## config.mk

```make
export PLATFORM = sky130hd
export DESIGN_NAME = ebr_bus_ctrl
export DESIGN_NICKNAME = d
export VERILOG_FILES = /design/src/inc/ebr_pkg.sv /design/src/inc/ebr_ready_if.sv /design/src/verilog/ebr_ready_unit.sv /design/src/verilog/ebr_bus_ctrl.sv
export SDC_FILE = /design/constraint.sdc
export NUM_CORES = 1
export LEC_CHECK = 0
export ABC_AREA = 1
export BUFFER_PORTS_ARGS = -buffer_cell sky130_fd_sc_hd__buf_2
export CORE_MARGIN = 2
export CORE_UTILIZATION = 60
export CTS_CLUSTER_SIZE = 20
export DETAILED_ROUTE_END_ITERATION = 10
export GPL_TIMING_DRIVEN = 1
export PLACE_DENSITY = 0.85
export SYNTH_ARGS = -nofsm -noshare
export SYNTH_HDL_FRONTEND = slang
export SYNTH_SLANG_ARGS = --single-unit
```

## constraint.sdc

```tcl
create_clock -name aclk -period 5.8 [get_ports aclk]
set_input_delay 1.16 -clock aclk [delete_from_list [all_inputs] [get_ports aclk]]
set_output_delay 1.16 -clock aclk [all_outputs]
set_load 0.005 [all_outputs]
```

## src/inc/ebr_pkg.sv

```systemverilog
// Package with register map, field layout and state type of the external bus engine
package ebr_pkg;
  // Register byte offsets
  localparam logic [7:0] OFF_CFG = 8'h00;
  localparam logic [7:0] OFF_ADDR = 8'h04;
  localparam logic [7:0] OFF_WDATA = 8'h08;
  localparam logic [7:0] OFF_CMD = 8'h0C;
  localparam logic [7:0] OFF_RDATA = 8'h10;
  localparam logic [7:0] OFF_STAT = 8'h14;
  // Configuration, command and status field positions
  localparam int CFG_AB_BIT = 0;
  localparam int CFG_C_LSB = 2;
  localparam int CFG_D_BIT = 4;
  localparam int CFG_E_LSB = 5;
  localparam int CFG_F_LSB = 10;
  localparam int CFG_RDY_EN = 12;
  localparam int CFG_RDY_POL = 13;
  localparam int CFG_RDY_ASYNC = 14;
  localparam int CFG_MUX = 15;
  localparam int CMD_START = 0;
  localparam int CMD_WRITE = 1;
  localparam int STAT_BUSY = 0;
  localparam int STAT_WAIT_LSB = 8;
  // Reset values
  localparam logic [15:0] CFG_RST = 16'h2000;
  localparam logic [23:0] ADDR_RST = 24'h000000;
  localparam logic [15:0] WDATA_RST = 16'h0000;
  // Reference clock is aclk divided by this many cycles
  localparam int TCS_ACLK = 2;
  // Bus responses
  localparam logic [1:0] RESP_OKAY = 2'h0;
  localparam logic [1:0] RESP_DECERR = 2'h3;
  typedef enum logic [2:0] {
    ST_IDLE, ST_AB, ST_C, ST_D, ST_E, ST_RDY, ST_F
  } ebr_state_t;
endpackage : ebr_pkg

```

## src/inc/ebr_ready_if.sv

```systemverilog
// Interface between cycle engine and ready handshake unit
`timescale 1ns/1ps
interface ebr_ready_if;
  logic pol;
  logic async_mode;
  logic active;
  modport engine (output pol, output async_mode, input active);
  modport unit (input pol, input async_mode, output active);
endinterface : ebr_ready_if

```

## src/verilog/ebr_ready_unit.sv

```systemverilog
// Ready handshake synchroniser and polarity evaluation
`timescale 1ns/1ps
module ebr_ready_unit (
  // Clock and reset
  input wire logic aclk,
  input wire logic aresetn,
  // Handshake pin
  input wire logic ready_pin,
  // Engine side
  ebr_ready_if.unit rif
);
  logic s1_reg, s2_reg, s3_reg, filt_reg;
  logic a1_reg, a2_reg, act_reg;
  wire logic sel_level;
  wire logic filt_next;

  // Pin input: change accepted once stages two and three agree
  assign filt_next = (s2_reg == s3_reg) ? s3_reg : filt_reg;
  // Asynchronous mode reads the extra stage, one reference period later
  assign sel_level = rif.async_mode ? a2_reg : filt_reg;
  assign rif.active = act_reg;

  always_ff @(posedge aclk) begin
    if (!aresetn) begin
      s1_reg <= 1'b0;
      s2_reg <= 1'b0;
      s3_reg <= 1'b0;
      filt_reg <= 1'b0;
      a1_reg <= 1'b0;
      a2_reg <= 1'b0;
      act_reg <= 1'b0;
    end else begin
      s1_reg <= ready_pin;
      s2_reg <= s1_reg;
      s3_reg <= s2_reg;
      filt_reg <= filt_next;
      a1_reg <= filt_reg;
      a2_reg <= a1_reg;
      act_reg <= ~(sel_level ^ rif.pol);
    end
  end
endmodule : ebr_ready_unit

```

## src/verilog/ebr_bus_ctrl.sv

```systemverilog
// External parallel bus master with ready handshake and AXI4-Lite registers
//
// Implementation choices: register access over AXI4-Lite and the register addresses.
`timescale 1ns/1ps
module ebr_bus_ctrl (
  // Clock and reset
  input wire logic aclk,
  input wire logic aresetn,
  // AXI4-Lite write address and data
  input wire logic [7:0] s_axi_awaddr,
  input wire logic s_axi_awvalid,
  output logic s_axi_awready,
  input wire logic [31:0] s_axi_wdata,
  input wire logic [3:0] s_axi_wstrb,
  input wire logic s_axi_wvalid,
  output logic s_axi_wready,
  // AXI4-Lite write response
  output logic [1:0] s_axi_bresp,
  output logic s_axi_bvalid,
  input wire logic s_axi_bready,
  // AXI4-Lite read
  input wire logic [7:0] s_axi_araddr,
  input wire logic s_axi_arvalid,
  output logic s_axi_arready,
  output logic [31:0] s_axi_rdata,
  output logic [1:0] s_axi_rresp,
  output logic s_axi_rvalid,
  input wire logic s_axi_rready,
  // External bus strobes and clock
  output logic reference_clock_output,
  output logic cs_n,
  output logic ale,
  output logic rd_n,
  output logic wr_n,
  input wire logic ready_in,
  // Address and data lines
  output logic [23:0] dedicated_address_lines,
  output logic [15:0] shared_addr_data_lines_o,
  output logic shared_addr_data_lines_oe,
  input wire logic [15:0] shared_addr_data_lines_i,
  output logic [15:0] dedicated_data_lines_o,
  output logic dedicated_data_lines_oe,
  input wire logic [15:0] dedicated_data_lines_i
);
  ebr_ready_if rif ();

  ebr_ready_unit u_ready (
    .aclk(aclk),
    .aresetn(aresetn),
    .ready_pin(ready_in),
    .rif(rif)
  );

  // Registers
  logic [15:0] cfg_reg;
  logic [23:0] addr_reg;
  logic [15:0] wdata_reg;
  logic [15:0] rdata_reg;
  logic [7:0] wait_reg, wait_next;
  logic start_reg, write_reg;
  ebr_pkg::ebr_state_t state_reg, state_next;
  logic [4:0] cnt_reg, cnt_next;
  logic tick_reg;
  logic [15:0] din1_reg, din2_reg, din3_reg;
  logic aw_have_reg, w_have_reg;
  logic [7:0] aw_addr_reg;
  logic [31:0] w_data_reg;
  logic [3:0] w_strb_reg;

  // Configuration fields
  wire logic [1:0] len_ab = {1'b0, 1'b1} + {1'b0, cfg_reg[ebr_pkg::CFG_AB_BIT]};
  wire logic [1:0] len_c = cfg_reg[ebr_pkg::CFG_C_LSB +: 2];
  wire logic len_d = cfg_reg[ebr_pkg::CFG_D_BIT];
  wire logic [4:0] len_e = cfg_reg[ebr_pkg::CFG_E_LSB +: 5];
  wire logic [1:0] len_f = cfg_reg[ebr_pkg::CFG_F_LSB +: 2];
  wire logic rdy_en = cfg_reg[ebr_pkg::CFG_RDY_EN];
  wire logic mux_mode = cfg_reg[ebr_pkg::CFG_MUX];

  assign rif.pol = cfg_reg[ebr_pkg::CFG_RDY_POL];
  assign rif.async_mode = cfg_reg[ebr_pkg::CFG_RDY_ASYNC];

  // Phase after the given one, skipping zero-length phases
  function automatic ebr_pkg::ebr_state_t next_phase(input ebr_pkg::ebr_state_t cur,
      input logic [1:0] c, input logic d, input logic [1:0] f);
    ebr_pkg::ebr_state_t n;
    n = ebr_pkg::ST_IDLE;
    case (cur)
      ebr_pkg::ST_AB: n = (c != 2'h0) ? ebr_pkg::ST_C : (d ? ebr_pkg::ST_D : ebr_pkg::ST_E);
      ebr_pkg::ST_C: n = d ? ebr_pkg::ST_D : ebr_pkg::ST_E;
      ebr_pkg::ST_D: n = ebr_pkg::ST_E;
      ebr_pkg::ST_E, ebr_pkg::ST_RDY: n = (f != 2'h0) ? ebr_pkg::ST_F : ebr_pkg::ST_IDLE;
      default: n = ebr_pkg::ST_IDLE;
    endcase
    return n;
  endfunction : next_phase

  // Remaining count minus one for a phase
  function automatic logic [4:0] phase_cnt(input ebr_pkg::ebr_state_t st, input logic [1:0] ab,
      input logic [1:0] c, input logic [4:0] e, input logic [1:0] f);
    logic [4:0] n;
    n = 5'h00;
    case (st)
      ebr_pkg::ST_AB: n = {3'h0, ab} - 5'h01;
      ebr_pkg::ST_C: n = {3'h0, c} - 5'h01;
      ebr_pkg::ST_E: n = e;
      ebr_pkg::ST_F: n = {3'h0, f} - 5'h01;
      default: n = 5'h00;
    endcase
    return n;
  endfunction : phase_cnt

  // Cycle engine, advancing once per reference clock period
  wire logic in_access = (state_reg == ebr_pkg::ST_E) || (state_reg == ebr_pkg::ST_RDY);
  wire logic sample_pt = tick_reg && in_access && (cnt_reg == 5'h00);
  wire logic rdy_ok = !rdy_en || rif.active;
  wire logic finish = sample_pt && rdy_ok;
  wire ebr_pkg::ebr_state_t after_acc = next_phase(state_reg, len_c, len_d, len_f);

  always_comb begin
    state_next = state_reg;
    cnt_next = cnt_reg;
    wait_next = wait_reg;
    if (tick_reg) begin
      case (state_reg)
        ebr_pkg::ST_IDLE: begin
          if (start_reg) begin
            state_next = ebr_pkg::ST_AB;
            cnt_next = phase_cnt(ebr_pkg::ST_AB, len_ab, len_c, len_e, len_f);
            wait_next = 8'h00;
          end
        end
        ebr_pkg::ST_E, ebr_pkg::ST_RDY: begin
          if (cnt_reg != 5'h00) begin
            cnt_next = cnt_reg - 5'h01;
          end else if (rdy_ok) begin
            state_next = after_acc;
            cnt_next = phase_cnt(after_acc, len_ab, len_c, len_e, len_f);
          end else begin
            state_next = ebr_pkg::ST_RDY;
            wait_next = wait_reg + 8'h01;
          end
        end
        ebr_pkg::ST_AB, ebr_pkg::ST_C, ebr_pkg::ST_D, ebr_pkg::ST_F: begin
          if (cnt_reg != 5'h00) begin
            cnt_next = cnt_reg - 5'h01;
          end else begin
            state_next = next_phase(state_reg, len_c, len_d, len_f);
            cnt_next = phase_cnt(state_next, len_ab, len_c, len_e, len_f);
          end
        end
        default: begin
          state_next = ebr_pkg::ST_IDLE;
          cnt_next = 5'h00;
        end
      endcase
    end
  end

  // Pin levels from the coming state
  wire logic nx_busy = (state_next != ebr_pkg::ST_IDLE);
  wire logic nx_ab = (state_next == ebr_pkg::ST_AB);
  wire logic nx_cmd = (state_next == ebr_pkg::ST_D) || (state_next == ebr_pkg::ST_E) ||
                      (state_next == ebr_pkg::ST_RDY);
  wire logic nx_wdata = nx_busy && !nx_ab && (state_next != ebr_pkg::ST_C) && write_reg;
  wire logic nx_ad_addr = mux_mode && nx_busy && (nx_ab || state_next == ebr_pkg::ST_C);
  wire logic [15:0] din_filt = (din2_reg == din3_reg) ? din3_reg : rdata_reg;
  wire logic [15:0] din_bus = mux_mode ? shared_addr_data_lines_i : dedicated_data_lines_i;

  always_ff @(posedge aclk) begin
    if (!aresetn) begin
      state_reg <= ebr_pkg::ST_IDLE;
      cnt_reg <= 5'h00;
      wait_reg <= 8'h00;
      tick_reg <= 1'b0;
      reference_clock_output <= 1'b0;
      cs_n <= 1'b1;
      ale <= 1'b0;
      rd_n <= 1'b1;
      wr_n <= 1'b1;
      dedicated_address_lines <= ebr_pkg::ADDR_RST;
      shared_addr_data_lines_o <= 16'h0000;
      shared_addr_data_lines_oe <= 1'b0;
      dedicated_data_lines_o <= 16'h0000;
      dedicated_data_lines_oe <= 1'b0;
      rdata_reg <= 16'h0000;
      din1_reg <= 16'h0000;
      din2_reg <= 16'h0000;
      din3_reg <= 16'h0000;
    end else begin
      state_reg <= state_next;
      cnt_reg <= cnt_next;
      wait_reg <= wait_next;
      tick_reg <= !tick_reg;
      reference_clock_output <= !tick_reg;
      cs_n <= !nx_busy;
      ale <= nx_ab;
      rd_n <= !(nx_cmd && !write_reg);
      wr_n <= !(nx_cmd && write_reg);
      dedicated_address_lines <= nx_busy ? addr_reg : dedicated_address_lines;
      shared_addr_data_lines_o <= nx_ad_addr ? addr_reg[15:0] : wdata_reg;
      shared_addr_data_lines_oe <= nx_ad_addr || (mux_mode && nx_wdata);
      dedicated_data_lines_o <= wdata_reg;
      dedicated_data_lines_oe <= !mux_mode && nx_wdata;
      din1_reg <= din_bus;
      din2_reg <= din1_reg;
      din3_reg <= din2_reg;
      if (finish && !write_reg) begin
        rdata_reg <= din_filt;
      end
    end
  end

  // AXI4-Lite slave: decode
  wire logic aw_take = s_axi_awvalid && s_axi_awready;
  wire logic w_take = s_axi_wvalid && s_axi_wready;
  wire logic wr_go = aw_have_reg && w_have_reg && !s_axi_bvalid;
  wire logic wr_cfg = wr_go && (aw_addr_reg == ebr_pkg::OFF_CFG);
  wire logic wr_addr = wr_go && (aw_addr_reg == ebr_pkg::OFF_ADDR);
  wire logic wr_wdat = wr_go && (aw_addr_reg == ebr_pkg::OFF_WDATA);
  wire logic wr_cmd = wr_go && (aw_addr_reg == ebr_pkg::OFF_CMD);
  wire logic wr_hit = wr_cfg || wr_addr || wr_wdat || wr_cmd ||
                      (aw_addr_reg == ebr_pkg::OFF_RDATA) || (aw_addr_reg == ebr_pkg::OFF_STAT);
  wire logic busy = start_reg || (state_reg != ebr_pkg::ST_IDLE);
  wire logic launch = wr_cmd && w_strb_reg[0] && w_data_reg[ebr_pkg::CMD_START] && !busy;
  wire logic rd_take = s_axi_arvalid && s_axi_arready;
  wire logic [31:0] stat_word = {16'h0000, wait_reg, 7'h00, busy};
  wire logic rd_hit = (s_axi_araddr == ebr_pkg::OFF_CFG) || (s_axi_araddr == ebr_pkg::OFF_ADDR) ||
                      (s_axi_araddr == ebr_pkg::OFF_WDATA) || (s_axi_araddr == ebr_pkg::OFF_CMD) ||
                      (s_axi_araddr == ebr_pkg::OFF_RDATA) || (s_axi_araddr == ebr_pkg::OFF_STAT);
  wire logic [31:0] rd_word =
      (s_axi_araddr == ebr_pkg::OFF_CFG) ? {16'h0000, cfg_reg} :
      (s_axi_araddr == ebr_pkg::OFF_ADDR) ? {8'h00, addr_reg} :
      (s_axi_araddr == ebr_pkg::OFF_WDATA) ? {16'h0000, wdata_reg} :
      (s_axi_araddr == ebr_pkg::OFF_CMD) ? {30'h0, write_reg, busy} :
      (s_axi_araddr == ebr_pkg::OFF_RDATA) ? {16'h0000, rdata_reg} :
      (s_axi_araddr == ebr_pkg::OFF_STAT) ? stat_word : 32'h00000000;

  // Byte-lane merge of a write into a 16-bit register
  function automatic logic [15:0] merge16(input logic [15:0] old, input logic [31:0] d,
      input logic [3:0] be);
    return {be[1] ? d[15:8] : old[15:8], be[0] ? d[7:0] : old[7:0]};
  endfunction : merge16

  always_ff @(posedge aclk) begin
    if (!aresetn) begin
      s_axi_awready <= 1'b0;
      s_axi_wready <= 1'b0;
      s_axi_bvalid <= 1'b0;
      s_axi_bresp <= ebr_pkg::RESP_OKAY;
      s_axi_arready <= 1'b0;
      s_axi_rvalid <= 1'b0;
      s_axi_rresp <= ebr_pkg::RESP_OKAY;
      s_axi_rdata <= 32'h00000000;
      aw_have_reg <= 1'b0;
      w_have_reg <= 1'b0;
      aw_addr_reg <= 8'h00;
      w_data_reg <= 32'h00000000;
      w_strb_reg <= 4'h0;
      cfg_reg <= ebr_pkg::CFG_RST;
      addr_reg <= ebr_pkg::ADDR_RST;
      wdata_reg <= ebr_pkg::WDATA_RST;
      start_reg <= 1'b0;
      write_reg <= 1'b0;
    end else begin
      s_axi_awready <= !aw_have_reg && !aw_take;
      s_axi_wready <= !w_have_reg && !w_take;
      if (aw_take) begin
        aw_have_reg <= 1'b1;
        aw_addr_reg <= {s_axi_awaddr[7:2], 2'b00};
      end
      if (w_take) begin
        w_have_reg <= 1'b1;
        w_data_reg <= s_axi_wdata;
        w_strb_reg <= s_axi_wstrb;
      end
      if (wr_go) begin
        s_axi_bvalid <= 1'b1;
        s_axi_bresp <= wr_hit ? ebr_pkg::RESP_OKAY : ebr_pkg::RESP_DECERR;
        aw_have_reg <= 1'b0;
        w_have_reg <= 1'b0;
      end else if (s_axi_bvalid && s_axi_bready) begin
        s_axi_bvalid <= 1'b0;
      end
      if (wr_cfg && !busy) begin
        cfg_reg <= merge16(cfg_reg, w_data_reg, w_strb_reg);
      end
      if (wr_addr && !busy) begin
        addr_reg <= {w_strb_reg[2] ? w_data_reg[23:16] : addr_reg[23:16],
                     merge16(addr_reg[15:0], w_data_reg, w_strb_reg)};
      end
      if (wr_wdat && !busy) begin
        wdata_reg <= merge16(wdata_reg, w_data_reg, w_strb_reg);
      end
      if (launch) begin
        start_reg <= 1'b1;
        write_reg <= w_data_reg[ebr_pkg::CMD_WRITE];
      end else if (tick_reg && state_reg == ebr_pkg::ST_IDLE) begin
        start_reg <= 1'b0;
      end
      s_axi_arready <= !s_axi_rvalid && !rd_take;
      if (rd_take) begin
        s_axi_rvalid <= 1'b1;
        s_axi_rdata <= rd_word;
        s_axi_rresp <= rd_hit ? ebr_pkg::RESP_OKAY : ebr_pkg::RESP_DECERR;
      end else if (s_axi_rvalid && s_axi_rready) begin
        s_axi_rvalid <= 1'b0;
      end
    end
  end
endmodule : ebr_bus_ctrl

```

; Yosys cells after proc, flatten, opt, wreduce, memory -nomap -nowiden
; Index checks and enable logic that the tools add are counted.
[totals]
reg_bits = 284
latchBits = 0
ramBits = 0
rom_bits = 0
inputBits = 92
memories = 0
[classes]
add_sub_neg = 6
n_mul = 0
div_mod_pow = 0
magnitude_cmp = 0
n_eq_ne = 36
shift = 0
n_mux = 41
n_bitwise = 3
n_reduce_logical = 93
[ops]
columns = op, count
row1 = $mux 16, 6
row2 = $mux 24, 2
row3 = $pmux 5 s4, 2
row4 = $logic_and 1x1->1, 34
row5 = $mux 3, 11
row6 = $eq 3x3->1 const B, 9
row7 = $mux 8, 3
row8 = $mux 5, 4
row9 = $eq 3x2->1 const B, 6
row10 = $logic_or 1x1->1, 17
row11 = $eq 16x16->1, 1
row12 = $eq 8x4->1 const B, 2
row13 = $eq 8x5->1 const B, 2
row14 = $logic_not 1->1, 16
row15 = $logic_not 8->1, 2
row16 = $pmux 8 s2, 1
row17 = $reduce_and 2->1, 8
row18 = $pmux 5 s3, 1
row19 = $eq 3x1->1 const B, 4
row20 = $eq 6x2->1 const B, 2
row21 = $eq 6x3->1 const B, 2
row22 = $pmux 3 s4, 1
row23 = $reduce_bool 2->1, 6
row24 = $pmux 3 s3, 1
row25 = 22 further kinds, 36

; Logic depth before layout (Yosys ltp)
[logic_depth]
word_depth = 16
depth_mapped = 16
ltp_nobuf = 15

; Hierarchy
; A second synthesis with hierarchy kept.
[unflattened]
cells_unflattened = 1444
hier_area_um2 = 10911.7
[by_module_without_submodules]
columns = module, n_inst, cells_per_inst, area_per_inst_um2, seq_area_each_um2
row1 = ebr_bus_ctrl, 1, 1415, 10685.2, 5345.1
row2 = ebr_ready_unit, 1, 29, 226.5, 140.1

; Worst setup path after synthesis
; Ideal clock, no wire load.
[synth_path]
kind = input to register
start = input s_axi_araddr[1]
end = register s_axi_rdata[2]
setup_ps = 70
t_arrival_ps = 2355
slack_ps = 3376
path_stages = 8
path_buffers = 1
cell_sequence = nor2_1 -> nand2_1 -> nor2_1 -> nand2_1 -> clkinv_1 -> clkbuf_1 -> a21oi_1 -> a21oi_1
[synth_between]
elab_chain_cells = 6
word_cells_on_any_way = 10
classes_between = eq/ne: 4 / mux: 5 / reduce/logical: 1
[synth_rtl]
columns = item, line
row1 = "start, declared", ebr_bus_ctrl.sv:22  ; input wire logic [7:0] s_axi_araddr,
row2 = $eq 8x5->1, ebr_bus_ctrl.sv:235  ; (s_axi_araddr == ebr_pkg::OFF_RDATA) ? {16'h0000, rdata_reg} :
row3 = $mux 16, ebr_bus_ctrl.sv:235
row4 = $mux 16, ebr_bus_ctrl.sv:234  ; (s_axi_araddr == ebr_pkg::OFF_CMD) ? {30'h0, write_reg, busy} :
row5 = $mux 16, ebr_bus_ctrl.sv:233  ; (s_axi_araddr == ebr_pkg::OFF_WDATA) ? {16'h0000, wdata_reg} :
row6 = $mux 24, ebr_bus_ctrl.sv:232  ; (s_axi_araddr == ebr_pkg::OFF_ADDR) ? {8'h00, addr_reg} :
row7 = $mux 24 (*), ebr_bus_ctrl.sv:231  ; (s_axi_araddr == ebr_pkg::OFF_CFG) ? {16'h0000, cfg_reg} :
row8 = "end signal, assigned", ebr_bus_ctrl.sv:303  ; s_axi_rdata <= rd_word;
row9 = "end, declared", ebr_bus_ctrl.sv:25  ; output logic [31:0] s_axi_rdata,
; Every way passes the cells marked *; elsewhere a longest branch is shown, timed or not.
; A chain may end at the register's enable or synchronous reset.

==> impl_metrics.ini <==
[status]
status = completed

[job]
drv_cap = 0

[floorplanning]
rows = 49
die-height_um = 139
start_util = 0.609
io_pins = 196
die_area_sq_um = 19200
core_region_area_sq_um = 17800
die_width_um = 139

[sta]
setup_viol = 0
tns_ps = 0
slew_headroom = 0.381
skew_ps = 18.2
grt_setup_unrepaired = no
min_period_ps = 3190
fin_crit_sh = 0.550
slew_viol_final = 0
worstMarginPinSlew_ps = 928
setup_slack_ps = 2610
hold_viol_final = 0
max_freq_mhz = 314

[worst_setup_path]
arrival_ps = 3660
timing.rr.start = cnt_reg[0]
crit_type = in -> reg
r2r_setup_slack_ps = 2950
cp-end-kind = flip-flop
start_kind = input port
ff2ff_path_depth = 9
crit_required_ps = 6270
r2r-end = dedicated_address_lines[4]
crit_fanout = 77

[clock_network]
root_buffer = clkbuf_16
cts_buffer_depth = 3
path_clk_slew_ps = 70
clk_latency_ps = 530
cts_tree = yes
clkSinkCount = 274
hold_buffers = 0
h-tree-depth = 1
postCtsResizedCells = 0
numCtsBuffers = 27
cts_setup_buffers = 0

[pwr]
pwr-share-seq = 0.502
p_sw_frac = 0.231
leakage_nw = 6.00
power_mw = 3.93
combPwrFrac = 0.061
power_frac_clock = 0.437
power.density_nw_per_um2 = 311
internal_power_mw = 3.02
p_switching_mw = 0.907
irDropWorstVdd_mv = 0.261

[detailed_routing]
firstDrtPassIters = 5
drtIter0Drc = 801
wl_per_cell_um = 15.7
via_per_inst = 5.43
drc = 0
wl_um = 28500
vias = 9887
ant_nets = 0

[global_route]
grt_pass1_vias = 9357
antenna_found_initial = 0
met1_usage = 0.388
gr-max-usage-layer = met2
grt_use_total = 0.292
met3_usage = 0.0473
grt_max_degree = 103
grt-ovfl-total = 0
met2_usage = 0.485
grt_pass1_wl_um = 46100

[synthesis]
avgSynthCellArea_sq_um = 7.64
synth_area_leaders = dfxtp_1, nor2_1, nand2_1
ys_ff_latch = 274
synth-edff-count = 0
synth-async-reset-ratio = 0
yosysWarnings = 0
synthMostInstantiatedCell = dfxtp_1
synth_commonest_cells = dfxtp_1, nor2_1, nand2_1
synth_cell_type_count = 44
synth_top_area_cell = dfxtp_1
synth_top_cell_area_share = 0.505
netlist_area_sq_um = 10900
yosys_most_used_dff = dfxtp_1
synth_seq_area_share = 0.505
netlist_instances = 1422

[placed_design]
place_ws_ps = 2150
io_buffers = 176
place_area_sq_um = 11800
routabilityCongestion = 0.898
dp_hpwl_um = 20300

[worst_hold_path]
hp-class = reg -> reg
min-delay-start = din1_reg[11]
worstHoldEndpoint = din2_reg[11]
whs_path_depth = 2

[cells_and_area]
nets = 1668
syn2layout_area_growth_pct = 16.4
diodes = 0
drive_gt1_frac = 0.175
stdcell_area_sq_um = 12600
[layer usage]
layer / wire length [um] / share of wire
met1: 12000 / 0.42
met5: 0 / 0
met2: 13300 / 0.47
met4: 868 / 0.030
met3: 2350 / 0.082
[how the worst max path moves through the flow]
stage	end	slack, ps	from
after floorplan	s_axi_rdata[2]	3380	s_axi_araddr[1]
after global placement	s_axi_rdata[20]	2270	aresetn
after detailed placement	s_axi_rdata[19]	2150	aresetn
after CTS	s_axi_rdata[16]	2680	aresetn
after global routing	s_axi_rdata[16]	2440	aresetn
final	s_axi_rdata[16]	2610	aresetn
[stage by stage]
stage	std cells	hold WS (ps)	utilization
final	1820	412	0.708
after global routing	1820	428	0.708
after CTS	1820	414	0.708
after detailed placement	1771	400	0.660
after global placement	1771	395	0.660
after floorplan	1429	390	-
[power groups by stage]
| stage | Combinational (mW) | Sequential, mW | Clock [mW] |
|---|---|---|---|
| after global routing | 0.272 | 1.98 | 1.80 |
| after global placement | 0.229 | 2.01 | 0 |
| after detailed placement | 0.236 | 2.01 | 0 |
| after floorplan | 0.155 | 2.01 | 0 |
| final | 0.240 | 1.97 | 1.71 |
| after CTS | 0.238 | 1.97 | 1.73 |
[layout by cell type (no fill, tap or decap), types with 2 or more instances in the layout]
cell	netlist	routed
conb_1	1	8
clkinv_2	0	8
o22ai_1	15	15
nand3_2	3	3
o211ai_1	5	5
o31ai_1	2	2
buf_2	6	175
or2_2	3	3
nor2_1	234	234
a31oi_1	2	2
nand3_1	32	32
bufinv_16	0	2
nor2_2	15	15
nor2_8	2	2
clkinvlp_4	0	2
a32o_1	9	9
buf_4	12	7
o21ai_1	25	25
nand4_1	30	30
nand2_1	227	227
nor2_4	4	4
inv_2	11	11
a21oi_1	95	95
inv_1	176	176
xnor2_1	5	5
nand3_4	2	2
nor4_1	5	5
dfxtp_1	274	274
clkbuf_8	0	4
nor3_1	26	26
xor2_1	2	2
ha_1	5	5
a211oi_1	32	32
nand2_2	6	6
clkbuf_1	46	5
clkbuf_16	0	27
nand2_4	3	3
clkinv_1	8	8
o21ai_0	87	87
[cell families after synthesis]
| group | after synthesis | synth area share |
|---|---|---|
| buffers and inverters | 264 | 0.0985 |
| multiplexers | 1 | 0.000921 |
| other | 1 | 0.000345 |
| adder cells (fa/ha/maj) | 5 | 0.00576 |
| AND/OR/NAND/NOR | 595 | 0.240 |
| XOR/XNOR | 7 | 0.00564 |
| AO/OA/AOI/OAI | 275 | 0.143 |
| flip-flops | 274 | 0.505 |
[worst max-delay path, stage by stage]
cell and delay (ps):
buf_4 540, inv_2 440, nor2_1 300, inv_1 280
nor2_1 600, a32o_1 280
[final cells by class]
class,count,area [sq um]
sequential,274,5490
fill,1422,5200
multi-input combinational,891,4330
timing repair buffer,182,928
clock buffer,36,749
inverter,195,732
tap,229,287
clock inverter,13,124
Note: power is estimated with default switching activity, not from simulation.
